**config.mk**
```make
export PLATFORM = sky130hd
export DESIGN_NAME = vector_placement
export DESIGN_NICKNAME = d
export VERILOG_FILES = /design/src/vector_priority.v /design/src/vector_placement.v
export VERILOG_INCLUDE_DIRS = /design/src
export SDC_FILE = /design/constraint.sdc
export NUM_CORES = 1
export LEC_CHECK = 0
export BUFFER_PORTS_ARGS = -buffer_cell sky130_fd_sc_hd__buf_2
export CORE_UTILIZATION = 30
export CTS_CLUSTER_DIAMETER = 80
export DETAILED_ROUTE_END_ITERATION = 8
export GPL_TIMING_DRIVEN = 0
export PLACE_DENSITY = 0.68
export SYNTH_ARGS = -nofsm -noshare
export SYNTH_HDL_FRONTEND = slang
export SYNTH_SLANG_ARGS = --single-unit
```
**constraint.sdc**
```tcl
create_clock -name clk -period 4.35 [get_ports clk]
set_input_delay 0.87 -clock clk [delete_from_list [all_inputs] [get_ports clk]]
set_output_delay 0.87 -clock clk [all_outputs]
set_load 0.02 [all_outputs]
```
**src/vector_map.vh**
```
// constants for reset and interrupt vector placement
`ifndef VECTOR_MAP_VH
`define VECTOR_MAP_VH
`define PC_W             12
`define SRC_N            18
`define SRC_IDX_W        5
`define RESET_ADDR_APP   12'h000
`define VEC_BASE_APP     12'h001
`define VEC_OFS_FIRST    12'h001
`define BOOT_START_DEF   12'hC00
`define FUSE_PROGRAMMED  1'b0
`define UNLOCK_CYCLES    3'h4
`define UNLOCK_CNT_W     3
`define UNLOCK_STEP      3'h1
`define CTRL_PAD         6'h00
`define SRC_PAD          7'h00
`define CTRL_SEL_BIT     1
`define CTRL_UNLOCK_BIT  0
`define CTRL_W           8
`endif

```
**src/vector_priority.v**
```verilog
// lowest-index pending request picker
`timescale 1ns/1ps
module vector_priority (
    input  wire [17:0] pending,
    output reg         any_pending,
    output reg  [4:0]  winner
);
`include "vector_map.vh"
    integer i;
    always @* begin
        any_pending = 1'b0;
        winner      = 5'h00;
        // scan downward so the lowest index is written last and wins
        for (i = `SRC_N - 1; i >= 0; i = i - 1) begin
            if (pending[i]) begin
                any_pending = 1'b1;
                winner      = i[4:0];
            end
        end
    end
endmodule

```
**src/vector_placement.v**
```verilog
// reset and interrupt vector address generation and table relocation
`timescale 1ns/1ps
module vector_placement (
    input  wire        clk,
    input  wire        rst_n,
    input  wire        boot_reset_select_fuse,
    input  wire [11:0] boot_start_addr,
    input  wire        ctrl_wr,
    input  wire [7:0]  ctrl_wdata,
    input  wire        instr_done,
    input  wire        global_irq_enable,
    input  wire [17:0] irq_request,
    input  wire [17:0] irq_enable,
    input  wire        irq_ack,
    output wire [11:0] reset_addr,
    output wire        irq_take,
    output wire [4:0]  irq_source,
    output wire [11:0] irq_vector_addr,
    output reg         irq_blocked,
    output wire [7:0]  general_irq_control
);
`include "vector_map.vh"

////////////////////////////////////////////////////////////////////////////////
// helpers

    function [11:0] vector_address;
        input        sel;
        input [11:0] boot_base;
        input [4:0]  src;
        begin
            // src 0 is vector number 2, so slot offset is src plus one
            vector_address = (sel ? boot_base : `RESET_ADDR_APP)
                           + {`SRC_PAD, src} + `VEC_OFS_FIRST;
        end
    endfunction

////////////////////////////////////////////////////////////////////////////////
// control register state

    // window states: idle, unlock open, select written and waiting for one instruction
    localparam [2:0] ST_IDLE = 3'b001;
    localparam [2:0] ST_OPEN = 3'b010;
    localparam [2:0] ST_HOLD = 3'b100;

    reg [2:0]                state_reg;
    reg [2:0]                state_next;
    reg                      vector_table_select_reg;
    reg                      vector_table_select_next;
    reg [`UNLOCK_CNT_W-1:0]  unlock_cnt_reg;
    reg [`UNLOCK_CNT_W-1:0]  unlock_cnt_next;
    reg                      irq_blocked_next;

    wire                     wr_unlock;
    wire                     wr_select;
    wire                     unlock_open;
    wire                     window_end;

    assign wr_unlock   = ctrl_wr & ctrl_wdata[`CTRL_UNLOCK_BIT];
    assign wr_select   = ctrl_wr & ~ctrl_wdata[`CTRL_UNLOCK_BIT];
    // unlock bit reads back as one only while the window is open
    assign unlock_open = (state_reg == ST_OPEN);
    assign window_end  = (unlock_cnt_reg == `UNLOCK_CYCLES - `UNLOCK_STEP);

    always @* begin
        state_next               = state_reg;
        vector_table_select_next = vector_table_select_reg;
        unlock_cnt_next          = unlock_cnt_reg;
        irq_blocked_next         = irq_blocked;
        case (state_reg)
            ST_IDLE: begin
                if (wr_unlock) begin
                    state_next       = ST_OPEN;
                    unlock_cnt_next  = {`UNLOCK_CNT_W{1'b0}};
                    irq_blocked_next = 1'b1;
                end
            end
            ST_OPEN: begin
                if (wr_unlock) begin
                    // a fresh unlock restarts the window
                    unlock_cnt_next  = {`UNLOCK_CNT_W{1'b0}};
                    irq_blocked_next = 1'b1;
                end else if (wr_select) begin
                    // select only changes while unlocked, with unlock written zero
                    vector_table_select_next = ctrl_wdata[`CTRL_SEL_BIT];
                    state_next               = ST_HOLD;
                end else if (window_end) begin
                    state_next       = ST_IDLE;
                    irq_blocked_next = 1'b0;
                end else begin
                    unlock_cnt_next = unlock_cnt_reg + `UNLOCK_STEP;
                end
            end
            ST_HOLD: begin
                if (wr_unlock) begin
                    state_next       = ST_OPEN;
                    unlock_cnt_next  = {`UNLOCK_CNT_W{1'b0}};
                    irq_blocked_next = 1'b1;
                end else if (instr_done) begin
                    // instruction after the select write finished
                    state_next       = ST_IDLE;
                    irq_blocked_next = 1'b0;
                end
            end
            default: begin
                // an illegal code falls back to idle with nothing blocked
                state_next       = ST_IDLE;
                irq_blocked_next = 1'b0;
            end
        endcase
    end

    always @(posedge clk or negedge rst_n) begin
        if (!rst_n) begin
            state_reg <= ST_IDLE;
        end else begin
            state_reg <= state_next;
        end
    end

    always @(posedge clk or negedge rst_n) begin
        if (!rst_n) begin
            vector_table_select_reg <= 1'b0;
        end else begin
            vector_table_select_reg <= vector_table_select_next;
        end
    end

    always @(posedge clk or negedge rst_n) begin
        if (!rst_n) begin
            unlock_cnt_reg <= {`UNLOCK_CNT_W{1'b0}};
        end else begin
            unlock_cnt_reg <= unlock_cnt_next;
        end
    end

    // the block never touches the core's global enable, only this private gate
    always @(posedge clk or negedge rst_n) begin
        if (!rst_n) begin
            irq_blocked <= 1'b0;
        end else begin
            irq_blocked <= irq_blocked_next;
        end
    end

    assign general_irq_control = {`CTRL_PAD, vector_table_select_reg, unlock_open};

////////////////////////////////////////////////////////////////////////////////
// reset address

    // fuse decoded alone; table select has no say in where reset lands
    assign reset_addr = (boot_reset_select_fuse == `FUSE_PROGRAMMED)
                      ? boot_start_addr : `RESET_ADDR_APP;

////////////////////////////////////////////////////////////////////////////////
// vector selection

    wire [17:0] pending = irq_request & irq_enable;
    wire        any_pending;
    wire [4:0]  winner;

    vector_priority u_prio (
        .pending     (pending),
        .any_pending (any_pending),
        .winner      (winner)
    );

    // slots are fetched only on a taken enabled request
    assign irq_take        = any_pending & global_irq_enable & ~irq_blocked;
    assign irq_source      = winner;
    // sources in order give offsets 0x001..0x012
    assign irq_vector_addr = vector_address(vector_table_select_reg, boot_start_addr,
                                            winner);
endmodule

```
==> results of run 1 <==
## layout make-up
| cell class | count | area (µm²) |
|---|---|---|
| plain buffers | 11 | 78.8 |
| clock buffers | 4 | 45.0 |
| fillers | 431 | 2200 |
| inverters | 10 | 37.5 |
| multi-input cells | 163 | 1070 |
| flip-flops and latches | 8 | 201 |
| well taps | 50 | 62.6 |
| repair buffers | 89 | 454 |
## cell usage in the layout (no fill, tap or decap), drive strengths merged, types with 2 or more instances in the layout
cell,n
a21o,2
a21oi,9
a22oi,5
a32oi,2
and2,10
buf,98
clkbuf,6
conb,6
dfrtp,7
ha,7
inv,10
mux2,2
mux2i,2
nand2,30
nand2b,3
nand3,4
nand4,3
nor2,12
nor2b,17
nor3,3
nor3b,2
nor4,2
o211ai,2
o21a,4
o21ai,9
o311ai,2
or3,2
xnor2,6
xor2,2
## critical path: cells and delay by family
family                   cells  cell delay (ps)
AND/OR/NAND/NOR              3              480
buffers and inverters        2              230
AO/OA/AOI/OAI                6             1320
adder cells (fa/ha/maj)      1              280
XOR/XNOR                     1              140
## kinds of logic (layout without fill, tap and decap cells)
family | count (synthesis) | in the layout | share of synthesized area (%)
buffers and inverters | 21 | 114 | 8.64
XOR/XNOR | 8 | 8 | 5.20
adder cells (fa/ha/maj) | 8 | 8 | 7.99
AND/OR/NAND/NOR | 91 | 91 | 34.9
multiplexers | 4 | 4 | 3.16
other | 1 | 6 | 0.279
flip-flops | 8 | 8 | 15.0
AO/OA/AOI/OAI | 46 | 46 | 24.8
## cells in the mapped netlist (all sizes together) (3+ instances only)
cell / number
a21oi: 9
xnor2: 6
nand4: 3
dfrtp: 7
o21a: 4
buf: 9
nand2b: 3
and2: 10
inv: 10
nor2b: 17
nand2: 30
nand3: 4
a22oi: 5
nor3: 3
o21ai: 9
ha: 7
nor2: 12
## per-stage QoR
step | cells | TNS, ps | util [%]
final | 335 | 0 | 47.0
after global routing | 335 | 0 | 47.0
after CTS | 334 | 0 | 46.3
after detailed placement | 330 | -24.2 | 45.1
after global placement | 330 | -57.8 | 45.1
after floorplan | 192 | 0 | -
## power breakdown
part	leakage, µW	switching [µW]	internal [µW]
Combinational	0.000891	278	207
Clock	0.0000228	31.1	63.7
Sequential	0.000103	28.8	107
Total	0.00102	338	378
## routing by layer
metal | GRT usage, % | up-vias | wire length, µm
met2 | 29.9 | 76 | 1640
met3 | 2.63 | 0 | 309
met1 | 21.6 | 704 | 1720
met5 | 0 | - | 0
li1 | - | 848 | -
met4 | 0.765 | 0 | 0
## worst max path at each step
stage / startpoint / end / slack, ps / depth (start not counted)
final: irq_enable[14] / irq_vector_addr[9] / 160 / 13
after global routing: irq_enable[14] / irq_vector_addr[9] / 5 / 13
after CTS: irq_request[14] / irq_vector_addr[11] / 70 / 13
after detailed placement: irq_request[1] / irq_vector_addr[10] / -20 / 12
after global placement: irq_request[1] / irq_vector_addr[8] / -30 / 12
after floorplan: irq_request[1] / irq_vector_addr[6] / 50 / 9
## what timing repair did
| item | 4_1_cts | 5_1_grt |
|---|---|---|
| gates cloned | 0 | 0 |
| setup buffers | 0 | 1 |
| hold buffers | 0 | 0 |
| pin swaps | 0 | 7 |
| endpoints found under the setup margin | 2 | 6 |
| resized for setup | 1 | 7 |
==> results.py, run 1 <==
metrics = {
    "detailed_routing": {
        "vias": 1628,
        "vias_per_cell": 4.86,
        "wl_um": 3670,
        "drt_iter0_markers": 59,
        "dr.pass1.iters": 4,
        "wire_per_inst_um": 10.9,
        "ant_nets": 0,
        "drcViolationCount": 0,
    },
    "grt": {
        "grt_overflow": 0,
        "grt.total_usage_pct": 16.6,
        "grt_pass1_wl_um": 6090,
        "antenna_found_initial": 0,
        "grt_max_degree": 11,
        "first_global_vias": 1448,
    },
    "synthesis": {
        "synthCells": 187,
        "synth_area_leader_cell": "dfrtp_1",
        "ys_warn_count": 0,
        "seq_area_frac_synth_pct": 15.0,
        "synthesis.area_um2": 1350,
        "yosys_most_used_dff": "dfrtp_1",
        "ys_async_sr_fraction_pct": 100,
        "synth-edff-count": 0,
        "synthDistinctLibCells": 46,
        "avgSynthCellArea_um2": 7.20,
        "synth_top_cells_by_area": "dfrtp_1 (13%), nand2_1 (8.4%), nor2b_1 (7.9%), ha_1 (6.5%), and2_1 (4.6%)",
        "synth_top_area_share_pct": 13.0,
        "ys_ff_latch": 8,
    },
    "sta": {
        "finalClockSkew_ps": 12.6,
        "post-route-min-period_ps": 4190,
        "postLayoutSetupSlackWorst_ps": 162,
        "post-route-period-util_pct": 96.3,
        "slew_headroom_pct": 65.1,
        "hold_viol_final": 0,
        "slew_viol_final": 0,
        "whs_ps": 470,
        "clock.fmax_ghz": 0.239,
        "worst_pin_slew_ps": 518,
        "grt_setup_unrepaired": "no",
        "setup_viol": 0,
    },
    "worst_setup_path": {
        "r2r-end": "unlock_cnt_reg[0]",
        "critPathSlowestCell": "o31a_1",
        "worstReg2RegStart": "unlock_cnt_reg[0]",
        "critPathMaxFanout": 4,
        "crit_path_frequent_cell": "and2_1",
        "worst_r2r_path_depth": 7,
        "worstPathArrival_ps": 3320,
        "endpoint_kind": "primary output",
        "worst_setup_path_start_kind": "input port",
        "critical_path_class": "input port to primary output",
        "worstPathCellList": "buf_2 -> a22oi_2 -> o211ai_1 -> a222oi_1 -> o21ai_1 -> and2_1 -> ha_1 -> nor2b_1 -> o31a_1 -> o311ai_2 -> xnor2_1 -> and2_1 -> buf_6",
        "crit_required_ps": 3480,
        "critical-path-max-stage-delay_ps": 350,
        "r2r_slack_ps": 2680,
    },
    "place": {
        "io_buffer_count": 88,
        "gp_congestion": 0.829,
        "post_dp_cell_area_um2": 1870,
        "dpl_worst_slack_ps": -19.5,
        "hpwl_um": 3180,
    },
    "floorplan": {
        "io_pins": 102,
        "core-area_um2": 4140,
        "die_w_um": 69.0,
        "start_util_pct": 32.5,
        "dieArea_um2": 4760,
        "die_height_um": 69.0,
        "num_rows": 23,
    },
    "final_layout": {
        "nNetsFinal": 357,
        "area_delta_synth_final_pct": 44.6,
        "drive_gt1_share_pct": 39.3,
        "antenna_cells": 0,
        "design_area_um2": 1950,
    },
    "power_and_ir_drop": {
        "peakVddDrop_mv": 0.278,
        "power_uw": 716,
        "p_leak_uw": 0.00102,
        "p_per_area_nw_per_um2": 368,
    },
    "clocking": {
        "cts_tree": "yes",
        "cts.sinks": 8,
        "clock_path_buffers": 2,
        "cts-root-buf": "clkbuf_8",
        "htreeDepth": 1,
        "clock_latency_ps": 230,
        "path_clk_slew_ps": 50,
        "numCtsBuffers": 3,
    },
    "min_path": {
        "hold_class": "input port to async pin",
    },
    "job": {
        "maxCapViolCount": 0,
    },
    "outcome": {
        "status": "completed",
    },
}
No activity file was read; power rests on OpenSTA's default activity.
==> run 2, diff against run 1 <==
--- a/config.mk
+++ b/config.mk
@@ -11,7 +11,9 @@
 export CTS_CLUSTER_DIAMETER = 80
 export DETAILED_ROUTE_END_ITERATION = 8
 export GPL_TIMING_DRIVEN = 0
-export PLACE_DENSITY = 0.68
+export PLACE_DENSITY = 0.67
+export REMOVE_ABC_BUFFERS = 1
 export SYNTH_ARGS = -nofsm -noshare
 export SYNTH_HDL_FRONTEND = slang
+export SYNTH_HIERARCHICAL = 1
 export SYNTH_SLANG_ARGS = --single-unit
==> run 2 against run 1 <==
Compared with the run above: the run now ends with DRC left; utilization down 3.1 points; non-clock buffer count down 11; combinational power down 40%; wire length up 1.0%; maximum frequency down 0.11%; final area up 0.84%; sequential power down 18%; cell count down 2.4%; worst hold slack better by 2.9 ps; highest routed layer unchanged.
==> results.py, run 2 <==
metrics = {
    "outcome": {
        "status": "complete, but fails checks",
        "violations": "DRC",
    },
    "detailed_routing": {
        "drt_iter0_markers": 52,
        "wl_um": 3710,
        "dr.pass1.iters": 6,
        "vias_per_cell": 4.92,
        "vias": 1608,
        "wire_per_inst_um": 11.3,
        "ant_nets": 0,
        "drcViolationCount": 8,
    },
    "final_layout": {
        "fin_util_pct": 43.9,
        "area_delta_synth_final_pct": 36.9,
        "drive_gt1_share_pct": 39.3,
        "final_cell_mix": "buf_2 (87), and2_1 (22), nor2b_1 (15)",
        "nNetsFinal": 347,
        "antenna_cells": 0,
        "final.fill_count": 471,
        "design_area_um2": 1960,
        "final_common_cell": "buf_2",
    },
    "clocking": {
        "cts_tree": "yes",
        "path_clk_slew_ps": 50,
        "cts.sinks": 8,
        "hold_buffers": 0,
        "clock_path_buffers": 2,
        "cts-root-buf": "clkbuf_8",
        "numCtsBuffers": 3,
        "clock_latency_ps": 230,
        "htreeDepth": 1,
    },
    "floorplan": {
        "die_w_um": 71.1,
        "core-area_um2": 4470,
        "dieArea_um2": 5060,
        "num_rows": 24,
        "start_util_pct": 32.0,
        "io_pins": 102,
        "die_height_um": 71.1,
    },
    "power_and_ir_drop": {
        "p_seq_share_pct": 22.2,
        "power_switching_uw": 230,
        "pwr-share-comb_pct": 58.3,
        "p_int_uw": 272,
        "peakVddDrop_mv": 0.225,
        "p_leak_uw": 0.000931,
        "p_per_area_nw_per_um2": 256,
        "clkPwrFrac_pct": 19.4,
        "switching_share_pct": 45.9,
    },
    "sta": {
        "whs_ps": 473,
        "grt_setup_unrepaired": "yes",
        "tns_ps": 0,
        "setup_viol": 0,
        "hold_viol_final": 0,
        "post-route-period-util_pct": 96.4,
        "postLayoutSetupSlackWorst_ps": 158,
        "post-route-min-period_ps": 4190,
        "finalClockSkew_ps": 1.04,
        "slew_headroom_pct": 60.3,
        "clock.fmax_ghz": 0.239,
        "slew_viol_final": 0,
        "worst_pin_slew_ps": 596,
    },
    "place": {
        "post_dp_cell_area_um2": 1880,
        "gp_congestion": 0.794,
        "hpwl_um": 3090,
        "dpl_worst_slack_ps": -145,
        "io_buffer_count": 88,
    },
    "synthesis": {
        "synth-edff-count": 0,
        "seq_area_frac_synth_pct": 14.0,
        "synth_area_leader_cell": "dfrtp_1",
        "ys_async_sr_fraction_pct": 100,
        "synthesis.area_um2": 1430,
        "synth_top_cells_by_area": "dfrtp_1 (12%), and2_1 (9.6%), nor2b_1 (7.0%), ha_1 (6.1%), buf_4 (4.2%)",
        "yosys_most_used_dff": "dfrtp_1",
        "avgSynthCellArea_um2": 7.55,
        "ys_warn_count": 6,
        "synth_common_cells": "and2_1 (22), nor2b_1 (16), inv_1 (14), nand2_1 (14), a21oi_1 (11)",
        "synth_top_area_share_pct": 12.2,
        "synthCells": 190,
        "synthDistinctLibCells": 50,
        "post-synth-top-count-cell": "and2_1",
        "ys_ff_latch": 8,
    },
    "grt": {
        "gr-usage-met1_pct": 18.6,
        "grt.total_usage_pct": 14.7,
        "grt.met3_usage_pct": 3.28,
        "grtUsageMet2_pct": 26.3,
        "grt_max_degree": 22,
        "grt_pass1_wl_um": 6110,
        "first_global_vias": 1399,
        "busiest_layer": "met2",
        "antenna_found_initial": 0,
        "grt_overflow": 0,
    },
    "worst_setup_path": {
        "r2r_slack_ps": 2680,
        "critPathSlowestCell": "o41a_1",
        "endpoint_kind": "primary output",
        "worst_setup_path_start_kind": "input port",
        "crit_required_ps": 3480,
        "worstPathArrival_ps": 3320,
        "critical-path-max-stage-delay_ps": 410,
        "critical_path_class": "input port to primary output",
        "worstPathCellList": "buf_2 -> and2_1 -> nor2b_1 -> o41a_1 -> o22ai_2 -> inv_1 -> ha_1 -> fa_2 -> nor2b_2 -> o31ai_2 -> a21oi_1 -> mux2i_1 -> buf_4",
        "critPathMaxFanout": 4,
    },
    "job": {
        "maxCapViolCount": 0,
    },
    "min_path": {
        "hold_class": "input port to async pin",
    },
}
-- run 2: cell count changes after synthesis, moves of 4 or more --
cell / delta
a22oi_1: -5
inv_1: +4
and2_1: +12
nand2_1: -16
-- run 2: cells by family (layout without fill, tap and decap cells) --
| logic type | Yosys count | after routing | share of synthesized area [%] |
|---|---|---|---|
| xor gates and xnor gates | 5 | 5 | 3.05 |
| other | 1 | 6 | 0.262 |
| DFF | 8 | 8 | 14.0 |
| AOI/OAI and AO/OA | 44 | 44 | 23.5 |
| adders and majority gates | 8 | 8 | 7.50 |
| muxes | 6 | 6 | 4.28 |
| buffers and inverters | 28 | 108 | 9.51 |
| and+or+nand+nor | 90 | 90 | 37.9 |
-- run 2: metal layers --
layer / up-vias / wire (µm)
li1: 825 / -
met1: 718 / 1740
met2: 65 / 1700
met3: 0 / 267
met4: 0 / 0
met5: - / 0
-- run 2: per-stage QoR --
step	power, µW	std cells
2_1_floorplan	300	182
3_3_place_gp	394	322
3_5_place_dp	398	322
4_1_cts	500	326
5_1_grt	544	327
6_report	502	327
-- run 2: repair_timing --
action                                  in CTS  in global routing
pin swaps                                    2                  2
endpoints found under the setup margin       4                  5
buffers inserted                             0                  1
resized for setup                            2                  6
cloned                                       0                  0
-- run 2: path summary, 6_finish.rpt --
check                                  start                 end  cells past startpoint
min                                    rst_n         irq_blocked                      1
max in group asynchronous              rst_n        state_reg[0]                      1
min reg2reg                unlock_cnt_reg[0]   unlock_cnt_reg[0]                      1
max reg2reg                unlock_cnt_reg[0]   unlock_cnt_reg[1]                      4
min in group clk           unlock_cnt_reg[0]   unlock_cnt_reg[0]                      1
max                          irq_request[14]  irq_vector_addr[8]                     13
-- run 2: power groups by stage --
stage / clock (µW) / combinational (µW) / sequential (µW)
after global placement: 0 / 281 / 113
after CTS: 101 / 287 / 112
after detailed placement: 0 / 285 / 113
after global routing: 105 / 323 / 116
final: 97.7 / 293 / 112
after floorplan: 0 / 187 / 113
-- run 2: final cells by class --
class	count	area, µm²	area share, %
multi-input combinational	159	1140	58.3
timing repair buffer	89	450	22.9
sequential	8	201	10.3
tap	52	65.1	3.31
inverter	15	56.3	2.87
clock buffer	4	45.0	2.29
-- run 2: worst max-delay path: cells and delay by family --
kind                     cells  cell delay (ps)
AO/OA/AOI/OAI                4              900
adder cells (fa/ha/maj)      2              600
buffers and inverters        3              310
multiplexers                 1              200
AND/OR/NAND/NOR              3              440
